**src/dll_seq_pkg.sv**
```systemverilog
package dll_seq_pkg;

  // ==========================================================
  // Clock and timing figures.
  localparam int TCK_PS        = 8000;
  localparam int TCKSRE_NS     = 10;
  localparam int TCKSRE_NCK    = 5;
  localparam int TCKSRX_NS     = 10;
  localparam int TCKSRX_NCK    = 5;
  localparam int TXS_NS        = 170;
  localparam int TXS_NCK       = 5;
  localparam int TMOD_NS       = 15;
  localparam int TMOD_NCK      = 12;
  localparam int TMRD_NCK      = 4;
  localparam int TDLLK_NCK     = 512;
  localparam int TZQOPER_NCK   = 512;
  localparam int PS_PER_NS     = 1000;

  // Nanoseconds to whole cycles, rounded up, never below the cycle minimum.
  function automatic int ns_to_cyc(input int ns, input int nck_min);
    int c;
    c = (ns * PS_PER_NS + TCK_PS - 1) / TCK_PS;
    return (c < nck_min) ? nck_min : c;
  endfunction : ns_to_cyc

  localparam int CKSRE_CYC  = ns_to_cyc(TCKSRE_NS, TCKSRE_NCK);
  localparam int CKSRX_CYC  = ns_to_cyc(TCKSRX_NS, TCKSRX_NCK);
  localparam int XS_CYC     = ns_to_cyc(TXS_NS, TXS_NCK);
  localparam int MOD_CYC    = ns_to_cyc(TMOD_NS, TMOD_NCK);
  localparam int MRD_CYC    = TMRD_NCK;

  // ==========================================================
  // Command bus encodings as {cs_n, ras_n, cas_n, we_n}.
  localparam logic [3:0] CMD_DES = 4'hf;
  localparam logic [3:0] CMD_NOP = 4'h7;
  localparam logic [3:0] CMD_REF = 4'h1;
  localparam logic [3:0] CMD_MRS = 4'h0;
  localparam logic [3:0] CMD_ZQ  = 4'h6;

  // ==========================================================
  // Mode register selects and address bits.
  localparam logic [2:0] BA_MR0      = 3'h0;
  localparam logic [2:0] BA_MR1      = 3'h1;
  localparam logic [2:0] BA_MR2      = 3'h2;
  localparam int         BIT_DLL_OFF = 0;
  localparam int         BIT_DLL_RST = 8;
  localparam int         BIT_ZQ_LONG = 10;
  localparam int         ADDR_W      = 16;
  localparam int         TMR_W       = 10;

  // ==========================================================
  // Sequence states.
  typedef enum logic [4:0] {
    ST_IDLE    = 5'h00,
    ST_SRE     = 5'h01,
    ST_W_CKSRE = 5'h02,
    ST_W_CLK   = 5'h03,
    ST_W_CKSRX = 5'h04,
    ST_SRX     = 5'h05,
    ST_W_XS    = 5'h06,
    ST_DLL_ON  = 5'h07,
    ST_W_MRD1  = 5'h08,
    ST_DLL_RST = 5'h09,
    ST_W_MRD2  = 5'h0a,
    ST_UPD2    = 5'h0b,
    ST_W_MRD3  = 5'h0c,
    ST_UPD0    = 5'h0d,
    ST_W_MOD   = 5'h0e,
    ST_ZQ      = 5'h0f,
    ST_W_ZQ    = 5'h10,
    ST_W_DLLK  = 5'h11
  } seq_st_t;

endpackage : dll_seq_pkg

```
**src/seq_timer_if.sv**
```systemverilog
`timescale 1ns/1ps
interface seq_timer_if #(parameter int W = 10);
  logic         load;
  logic [W-1:0] value;
  logic         expired;
  modport ctl (output load, output value, input expired);
  modport tmr (input load, input value, output expired);
endinterface : seq_timer_if

```
**src/seq_timer.sv**
```systemverilog
`timescale 1ns/1ps
module seq_timer #(
  parameter int W = 10
) (
  // Clock and reset.
  input wire logic ref_clk,
  input wire logic rst_n,
  // Timer control.
  seq_timer_if.tmr t
);

  typedef struct packed {
    logic [W-1:0] cnt;
  } tmr_state_t;

  tmr_state_t s_r;
  tmr_state_t s_nxt;

  // ==========================================================
  // Down counter that stands at zero when expired.
  always_comb
  begin
    s_nxt = s_r;
    if (t.load)
      s_nxt.cnt = t.value;
    else if (s_r.cnt != '0)
      s_nxt.cnt = s_r.cnt - W'(1);
  end

  always_ff @(posedge ref_clk)
  begin
    if (!rst_n)
      s_r <= '0;
    else
      s_r <= s_nxt;
  end

  assign t.expired = (s_r.cnt == '0);

endmodule : seq_timer

```
**src/dll_on_switch.sv**
```systemverilog
// Function
// - Start only from idle, termination off first.
// - Wait tCKSRE after entry before clock change.
// - Stable new clock tCKSRX before exit.
// - Hold CKE high until tDLLK after reset.
// - Hold ODT low until tDLLK after reset.
// - After tXS, write MR1 A0 to zero.
// - After tMRD, write MR0 A8 one.
// - After tMRD, write new-frequency mode values.
// - Optional long ZQ only after tMOD.
// - No locked-DLL command before tDLLK.
// - Wait tZQoper when long ZQ was issued.
// - Counts are clock edges, four between writes.
// - Nanoseconds become cycles, rounded up.
`timescale 1ns/1ps
module dll_on_switch
  import dll_seq_pkg::*;
#(
  parameter int XS_CYCLES    = dll_seq_pkg::XS_CYC,
  parameter int DLLK_CYCLES  = dll_seq_pkg::TDLLK_NCK,
  parameter int ZQOPER_CYC   = dll_seq_pkg::TZQOPER_NCK
) (
  // Clock and reset.
  input  wire logic                          ref_clk,
  input  wire logic                          rst_n,
  // User requests.
  input  wire logic                          start,
  input  wire logic                          idle_ok,
  input  wire logic                          zq_en,
  input  wire logic [dll_seq_pkg::ADDR_W-1:0] mr0_val,
  input  wire logic [dll_seq_pkg::ADDR_W-1:0] mr1_val,
  input  wire logic [dll_seq_pkg::ADDR_W-1:0] mr2_val,
  // Clock generator handshake.
  input  wire logic                          clk_stable,
  output logic                               chg_freq,
  // User status.
  output logic                               busy,
  output logic                               done,
  // Memory pins.
  output logic                               cke,
  output logic                               cs_n,
  output logic                               ras_n,
  output logic                               cas_n,
  output logic                               we_n,
  output logic [2:0]                         ba,
  output logic [dll_seq_pkg::ADDR_W-1:0]      addr,
  output logic                               odt
);
  import dll_seq_pkg::*;

  typedef struct packed {
    seq_st_t           st;
    logic              sync1;
    logic              sync2;
    logic              cke;
    logic [3:0]        cmd;
    logic [2:0]        ba;
    logic [ADDR_W-1:0] addr;
    logic              odt;
    logic              busy;
    logic              done;
    logic              chg;
    logic              zq_used;
    logic [TMR_W-1:0]  dllk;
  } seq_state_t;

  localparam seq_state_t S_RST = '{st: ST_IDLE, sync1: 1'b0, sync2: 1'b0, cke: 1'b1,
                                   cmd: CMD_DES, ba: 3'h0, addr: '0, odt: 1'b0,
                                   busy: 1'b0, done: 1'b0, chg: 1'b0, zq_used: 1'b0,
                                   dllk: '0};

  seq_state_t s_r;
  seq_state_t s_nxt;

  seq_timer_if #(.W(TMR_W)) tif ();

  seq_timer #(.W(TMR_W)) u_timer (
    .ref_clk (ref_clk),
    .rst_n   (rst_n),
    .t       (tif)
  );

  // Timer load value that makes the next command land exactly n edges later, for n of 3 or more.
  function automatic logic [TMR_W-1:0] gap(input int n);
    return (n > 2) ? TMR_W'(n - 2) : '0;
  endfunction : gap

  // ==========================================================
  // Sequence state machine.
  always_comb
  begin
    s_nxt       = s_r;
    s_nxt.sync1 = clk_stable;
    s_nxt.sync2 = s_r.sync1;
    s_nxt.cmd   = CMD_NOP;
    s_nxt.ba    = 3'h0;
    s_nxt.addr  = '0;
    s_nxt.odt   = 1'b0;
    s_nxt.done  = 1'b0;
    tif.load    = 1'b0;
    tif.value   = '0;
    if (s_r.dllk != '0)
      s_nxt.dllk = s_r.dllk - TMR_W'(1);
    unique case (s_r.st)
      ST_IDLE:
      begin
        s_nxt.cmd = CMD_DES;
        if (start && idle_ok)
        begin
          s_nxt.st   = ST_SRE;
          s_nxt.busy = 1'b1;
        end
      end
      ST_SRE:
      begin
        s_nxt.cmd = CMD_REF;
        s_nxt.cke = 1'b0;
        tif.load  = 1'b1;
        tif.value = gap(CKSRE_CYC);
        s_nxt.st  = ST_W_CKSRE;
      end
      ST_W_CKSRE:
        if (tif.expired)
          s_nxt.st = ST_W_CLK;
      ST_W_CLK:
      begin
        s_nxt.chg = 1'b1;
        if (s_r.sync2)
        begin
          s_nxt.chg = 1'b0;
          tif.load  = 1'b1;
          tif.value = gap(CKSRX_CYC);
          s_nxt.st  = ST_W_CKSRX;
        end
      end
      ST_W_CKSRX:
        if (!s_r.sync2)
          s_nxt.st = ST_W_CLK;
        else if (tif.expired)
          s_nxt.st = ST_SRX;
      ST_SRX:
      begin
        s_nxt.cke = 1'b1;
        tif.load  = 1'b1;
        tif.value = gap(XS_CYCLES);
        s_nxt.st  = ST_W_XS;
      end
      ST_W_XS:
        if (tif.expired)
          s_nxt.st = ST_DLL_ON;
      ST_DLL_ON:
      begin
        s_nxt.cmd              = CMD_MRS;
        s_nxt.ba               = BA_MR1;
        s_nxt.addr             = mr1_val;
        s_nxt.addr[BIT_DLL_OFF] = 1'b0;
        tif.load               = 1'b1;
        tif.value              = gap(MRD_CYC);
        s_nxt.st               = ST_W_MRD1;
      end
      ST_W_MRD1:
        if (tif.expired)
          s_nxt.st = ST_DLL_RST;
      ST_DLL_RST:
      begin
        s_nxt.cmd              = CMD_MRS;
        s_nxt.ba               = BA_MR0;
        s_nxt.addr             = mr0_val;
        s_nxt.addr[BIT_DLL_RST] = 1'b1;
        s_nxt.dllk             = TMR_W'(DLLK_CYCLES - 1);
        tif.load               = 1'b1;
        tif.value              = gap(MRD_CYC);
        s_nxt.st               = ST_W_MRD2;
      end
      ST_W_MRD2:
        if (tif.expired)
          s_nxt.st = ST_UPD2;
      ST_UPD2:
      begin
        s_nxt.cmd  = CMD_MRS;
        s_nxt.ba   = BA_MR2;
        s_nxt.addr = mr2_val;
        tif.load   = 1'b1;
        tif.value  = gap(MRD_CYC);
        s_nxt.st   = ST_W_MRD3;
      end
      ST_W_MRD3:
        if (tif.expired)
          s_nxt.st = ST_UPD0;
      ST_UPD0:
      begin
        s_nxt.cmd              = CMD_MRS;
        s_nxt.ba               = BA_MR0;
        s_nxt.addr             = mr0_val;
        s_nxt.addr[BIT_DLL_RST] = 1'b0;
        s_nxt.zq_used          = zq_en;
        tif.load               = 1'b1;
        tif.value              = gap(MOD_CYC);
        s_nxt.st               = ST_W_MOD;
      end
      ST_W_MOD:
        if (tif.expired)
          s_nxt.st = s_r.zq_used ? ST_ZQ : ST_W_DLLK;
      ST_ZQ:
      begin
        s_nxt.cmd              = CMD_ZQ;
        s_nxt.addr[BIT_ZQ_LONG] = 1'b1;
        tif.load               = 1'b1;
        tif.value              = gap(ZQOPER_CYC);
        s_nxt.st               = ST_W_ZQ;
      end
      ST_W_ZQ:
        if (tif.expired)
          s_nxt.st = ST_W_DLLK;
      ST_W_DLLK:
        if (s_r.dllk == '0)
        begin
          s_nxt.done = 1'b1;
          s_nxt.busy = 1'b0;
          s_nxt.st   = ST_IDLE;
        end
      default:
        s_nxt = S_RST;
    endcase
  end

  always_ff @(posedge ref_clk)
  begin
    if (!rst_n)
      s_r <= S_RST;
    else
      s_r <= s_nxt;
  end

  assign cke      = s_r.cke;
  assign cs_n     = s_r.cmd[3];
  assign ras_n    = s_r.cmd[2];
  assign cas_n    = s_r.cmd[1];
  assign we_n     = s_r.cmd[0];
  assign ba       = s_r.ba;
  assign addr     = s_r.addr;
  assign odt      = s_r.odt;
  assign busy     = s_r.busy;
  assign done     = s_r.done;
  assign chg_freq = s_r.chg;

  logic is_mrs;
  logic in_wait;
  assign is_mrs  = (s_r.cmd == CMD_MRS);
  assign in_wait = s_r.st inside {ST_W_CKSRE, ST_W_CLK, ST_W_CKSRX, ST_W_XS, ST_W_MRD1,
                                  ST_W_MRD2, ST_W_MRD3, ST_W_MOD, ST_W_ZQ, ST_W_DLLK};
endmodule : dll_on_switch

```
**config.mk**
```make
export PLATFORM = sky130hd
export DESIGN_NAME = dll_on_switch
export DESIGN_NICKNAME = d
export VERILOG_FILES = /design/src/dll_seq_pkg.sv /design/src/seq_timer_if.sv /design/src/seq_timer.sv /design/src/dll_on_switch.sv
export SDC_FILE = /design/constraint.sdc
export NUM_CORES = 1
export LEC_CHECK = 0
export BUFFER_PORTS_ARGS = -buffer_cell sky130_fd_sc_hd__buf_2
export CORE_UTILIZATION = 40
export CTS_BUF_LIST = sky130_fd_sc_hd__clkbuf_8
export CTS_CLUSTER_DIAMETER = 150
export CTS_CLUSTER_SIZE = 8
export DETAILED_ROUTE_END_ITERATION = 10
export MAX_ROUTING_LAYER = met4
export PLACE_DENSITY = 0.64
export SYNTH_ARGS = -nofsm -noshare
export SYNTH_HDL_FRONTEND = slang
export SYNTH_HIERARCHICAL = 1
export SYNTH_SLANG_ARGS = --single-unit
```
**constraint.sdc**
```tcl
create_clock -name ref_clk -period 2.6 [get_ports ref_clk]
set_input_delay 0 -clock ref_clk [delete_from_list [all_inputs] [get_ports ref_clk]]
set_output_delay 0 -clock ref_clk [all_outputs]
set_load 0.02 [all_outputs]
```
# Word level (Yosys, flattened, before mapping)
# Cells that the tools add are included.
# classes
n_addsub	2
n_eq_ne	29
mux	33
n_bitwise	1
reduce_logical	22
# op_table
cell	n
case mux 5 bit (18 select lines)	1
2-to-1 mux 5 bit	13
case mux 9 bit (6 select lines)	1
OR reduction 17 bit	3
equality test 5 x 4 -> 1 bit (second input constant)	8
case mux 10 bit (4 select lines)	1
OR reduction 16 bit	2
2-to-1 mux 10 bit	3
case mux 7 bit (3 select lines)	1
equality test 5 x 3 -> 1 bit (second input constant)	4
zero test 10 bit	2
!= test 2 bit (second input constant)	10
case mux 10 bit (2 select lines)	1
nonzero test 10 bit	2
subtractor 10 x 1 -> 10 bit (second input constant)	2
OR reduction 18 bit	1
case mux 4 bit (4 select lines)	1
AND reduction 11 bit	1
OR reduction 11 bit	1
equality test 5 x 2 -> 1 bit (second input constant)	2
equality test 5 bit (second input constant)	2
case mux 1 bit (2 select lines)	4
OR reduction 7 bit	1
equality test 5 x 1 -> 1 bit (second input constant)	1
other kinds (15)	19
# totals
register_bits	56
output_inout_bits	28

# Depth between registers and ports, before layout
# depth
word_depth	4
ltp_mapped	9
depth_no_buf	8

# By module
# The synthesis kept the hierarchy.
# by_module_without_submodules
mod	n_inst	cells_each	area_per_inst_um2
dll_on_switch	1	262	2205.9
seq_timer	1	62	568.0

# Worst setup path after synthesis
# OpenSTA, ideal clock, no wires.
# synth_path
path_type	flip-flop to flip-flop
startpoint	register u_timer/s_r[0] (netlist bit)
endpoint	register s_r[41] (netlist bit)
arrival_ps	2183
t_required_ps	2526
setup_slack_ps	343
stages_incl_launch_ff	10
n_path_buf	1
synth_period_minus_slack_ps	2257
cell_sequence	dfxtp_1 > inv_1 > ha_1 > or4b_1 > buf_2 > nor3_4 > nor4b_1 > a221o_2 > or3_1 > o21ai_0
# synth_between
elab_chain_len	3
# synth_rtl
element	line_no	rtl
start: declaration	seq_timer.sv:16	tmr_state_t s_r;
start signal: assignment	seq_timer.sv:35	s_r <= s_nxt;
zero test 10 bit *	seq_timer.sv:38	assign t.expired = (s_r.cnt == '0);
net tif.expired	seq_timer_if.sv:5	logic expired;
!= test 3 bit (no source line) or != test 2 bit (tied branches)	--	
AND reduction 11 bit (no source line) *	--	
end signal: assignment	dll_on_switch.sv:232	s_r <= s_nxt;
end: declaration	dll_on_switch.sv:72	seq_state_t s_r;
# Mark *: on every way through the listed nets, which the timed path passes. The rest lies on a longest branch.
# A chain may end at the register's enable or synchronous reset.

# Worst setup path after layout
# layout_path
startpoint	register s_r[44] (netlist bit)
endpoint	register s_r (netlist bit addr[7])
# layout_between
elab_chain_len	2
# layout_rtl
element	line_no	rtl
equality test 5 x 4 -> 1 bit or equality test 5 x 3 -> 1 bit (tied branches)	dll_on_switch.sv:104	unique case (s_r.st)
case mux 10 bit (4 select lines) *	dll_on_switch.sv:104	
# Every way passes the cells marked *; elsewhere a longest branch is shown, timed or not.

==> summary.md <==
| Metric | Value |
|---|---|
| IO Port Bufs | 77 |
| Area of the mapped netlist | 0.00277 mm^2 |
| Type of the worst min-delay path | in -> reg |
| Most prevalent standard cell on the critical path | buf_4 |
| EDFF count, synth | 0 |
| Maximum number of pins on one net before global-route repair | 34 |
| Number of buffers created by CTS | 5 |
| Final slew viol count | 0 |
| Total cell area at the placement stage | 0.00309 mm^2 |
| Critical Path Start Type | flip-flop |
| Die height | 85.3 um |
| Kind of cell adding the most delay to the critical path | buffers and inverters |
| Power density over the cells | 876 mW/mm^2 |
| Initial Utilization | 42.5% |
| Maximum cell stage delay along the critical path | 600 ps |
| Clock-pin slew on the worst setup and hold paths | 90 ps |
| Number of global-route vias before repair | 2521 |
| Fmax | 0.400 GHz |
| Max H-tree Level | 2 |
| Violations in the final reports | hold timing |
| Req. time, crit path | 2840 ps |
| Shortest period the worst path allows | 2500 ps |
| Final net count | 465 |
| Async set-or-reset flop fraction in the synthesized netlist | 0% |
| Root buffer cell | clkbuf_8 |
| Via density per instance | 5.54 |
| Wirelength, routed | 7.27 mm |
| Depth of the critical timing path with buffers and inverters included | 7 |
| Iteration-0 DRC Markers | 203 |
| Area of the core | 0.00653 mm^2 |
| Seq/Total Area, Yosys | 38.2% |
| Final Cell Area | 0.00353 mm^2 |
| Number of failing hold endpoints at the final stage | 1 |
| Number of buffers and inverters on the critical path | 3 |
| Hold Slack | -7.40 ps |
| Part of the cycle the worst path needs | 96.1% |
| Setup violators final | 0 |
| Flip-flop cell with the highest count after synthesis | dfxtp_1 |
| Routed wirelength normalized by instance count | 14.9 um |
| List of cells traversed by the critical path | buf_4, nor2b_1, nor3b_2, buf_4, a222oi_1, dlygate4sd3_1, nor2_1 |
| Critical-path maximum fanout | 15 |
| Summed negative setup slack over all endpoints | 0 ps |
| Worst endpoint data arrival time | 2740 ps |
| Beginning of the critical path | s_r[44] |
| Reg-to-Reg Start | s_r[44] |
| Max transition margin | 47.8% |
| Run status | finished, violations left |
| Category of the most critical setup path | reg -> reg |
| Max Cap Viol | 0 |
| Clock sink count | 53 |
| Clock skew after layout | 11.3 ps |
| Flop and latch count out of synthesis | 53 |
| Standard-cell rows | 29 |
| Number of antenna violations at the first check in global routing | 0 |
| Maximum buffer depth of the clock tree | 2 |
| DIE AREA | 0.00727 mm^2 |
| Pre-Repair DR Iteration Count | 8 |
| TritonCTS clock tree | built |
| HP Start | mr0_val[11] |
| Total power of the final layout | 3.09 mW |
| Worst Reg-to-Reg Cells | 7 |
| Num ports | 82 |
| Unique masters post-synth | 62 |
| RSZ-0062 raised after global routing | no |
| P&R area growth vs syn | 27.2% |
| Fraction of layout instances using a drive strength above 1 | 28.0% |
| Number of vias after detailed routing | 2699 |
| Number of routed nets with antenna violations | 0 |
| Gp weighted congestion | 0.805 |
| Core Util, Final | 54.0% |
| HPWL reported at the end of detailed placement | 4.77 mm |
| Worst hold stages | 3 |
| YS warnings | 6 |
| Instance count of the mapped netlist | 324 |
| Remaining design rule violation count | 0 |
| Diode insertion count for antenna repair | 0 |
| Worst slew pin tran | 783 ps |
| Width of the die | 85.3 um |
| Critical Path Sink Type | flip-flop |
| Wire length of the first global-routing pass | 11.8 mm |
| Average cell area after synthesis | 8.56 um^2 |
| Maximum VDD drop | 0.000415 V |
| Aggregate global routing overflow | 0 |
| Combined global-route utilization of all metal layers | 20.9% |
| Slowest-stage cell, CP | dlygate4sd3_1 |
| Clock insertion delay at the later pin of the skew report | 310 ps |
| Leakage power summed over all cells | 1.53 nW |
registers in the layout, indices dropped and copies added, names as in the netlist:
name and count:
busy 1, cs_n 1, cke 1, ba 2
done 1, we_n 1, chg_freq 1, ras_n 1
u_timer/s_r 10, addr 16, s_r 18
area by class of cell:
class | count | area [um^2]
fill | 624 | 3000
multi-input combinational | 220 | 1430
sequential | 53 | 1070
timing repair buffer | 119 | 781
tap | 77 | 96.3
clock buffer | 6 | 82.6
inverter | 10 | 37.5
clock inverter | 2 | 33.8
placed cells by master (no fill, tap or decap), types with 11 or more instances in the layout:
master and count:
inv_1 11, dfxtp_1 49, buf_2 77, a21oi_1 17, o21ai_0 15, dlygate4sd3_1 32
nor2_1 31, nand2_1 21, a222oi_1 13
Yosys cell counts, types with 3 or more instances:
| cell type | n | area share, % |
|---|---|---|
| a21oi_1 | 17 | 3.1 |
| a221oi_1 | 3 | 0.95 |
| a222oi_1 | 13 | 4.7 |
| and2_1 | 6 | 1.4 |
| and3_1 | 9 | 2.0 |
| buf_2 | 3 | 0.54 |
| buf_4 | 23 | 6.2 |
| clkbuf_1 | 14 | 1.9 |
| dfxtp_1 | 53 | 38 |
| inv_1 | 10 | 1.4 |
| mux2i_1 | 3 | 1.1 |
| nand2_1 | 21 | 2.8 |
| nand3_1 | 9 | 1.6 |
| nand4_1 | 3 | 0.68 |
| nor2_1 | 31 | 4.2 |
| nor2b_1 | 10 | 2.3 |
| nor3_1 | 4 | 0.72 |
| nor3b_1 | 3 | 0.81 |
| nor4_1 | 5 | 1.1 |
| o211ai_1 | 3 | 0.81 |
| o21ai_0 | 15 | 2.7 |
| o31ai_1 | 6 | 1.6 |
| or4_1 | 3 | 0.81 |
| xor2_1 | 6 | 1.9 |
cells by family (layout without fill, tap and decap cells):
logic type / after synthesis / in the layout / synth area share, %
adder cells (fa/ha/maj): 2 / 2 / 0.902
flip-flops: 53 / 53 / 38.2
buffers and inverters: 53 / 137 / 10.5
other: 1 / 3 / 0.135
AND/OR/NAND/NOR: 123 / 123 / 25.0
multiplexers: 3 / 3 / 1.08
AO/OA/AOI/OAI: 81 / 81 / 21.7
XOR/XNOR: 8 / 8 / 2.53
tightest hold or removal path, delay by kind of cell:
kind                   cells  cell delay (ps)
AO/OA/AOI/OAI              1               90
buffers and inverters      1               80
AND/OR/NAND/NOR            1               90
final timing paths:
kind               to  slack (ps)
max           addr[7]         100
min          addr[11]          -7
max reg2reg   addr[7]         100
min reg2reg   s_r[39]         470
metal layers:
layer	wire length, um	track usage, %	up-vias
met2	3610	34.8	82
met1	3220	24.8	1262
li1	-	-	1338
met5	0	-	-
met3	276	4.09	17
met4	165	8.33	0
timing repair:
item	CTS	global route
hold endpoints to repair	17	0
hold buffers	32	0
endpoints found under the setup margin	0	13
gates resized for setup	0	4
buffers inserted	0	0
power breakdown:
| group | switching [mW] | leakage, nW | internal, mW |
|---|---|---|---|
| Clock | 0.262 | 0.0626 | 0.310 |
| Combinational | 0.707 | 1.03 | 0.628 |
| Sequential | 0.202 | 0.435 | 0.979 |
through the flow:
stage / cells / setup WS, ps
3_5_place_dp: 447 / 277
3_3_place_gp: 447 / 311
4_1_cts: 487 / 17.2
5_1_grt: 487 / 20.3
6_report: 487 / 102
2_1_floorplan: 326 / 343
No activity file was read; power rests on OpenSTA's default activity.
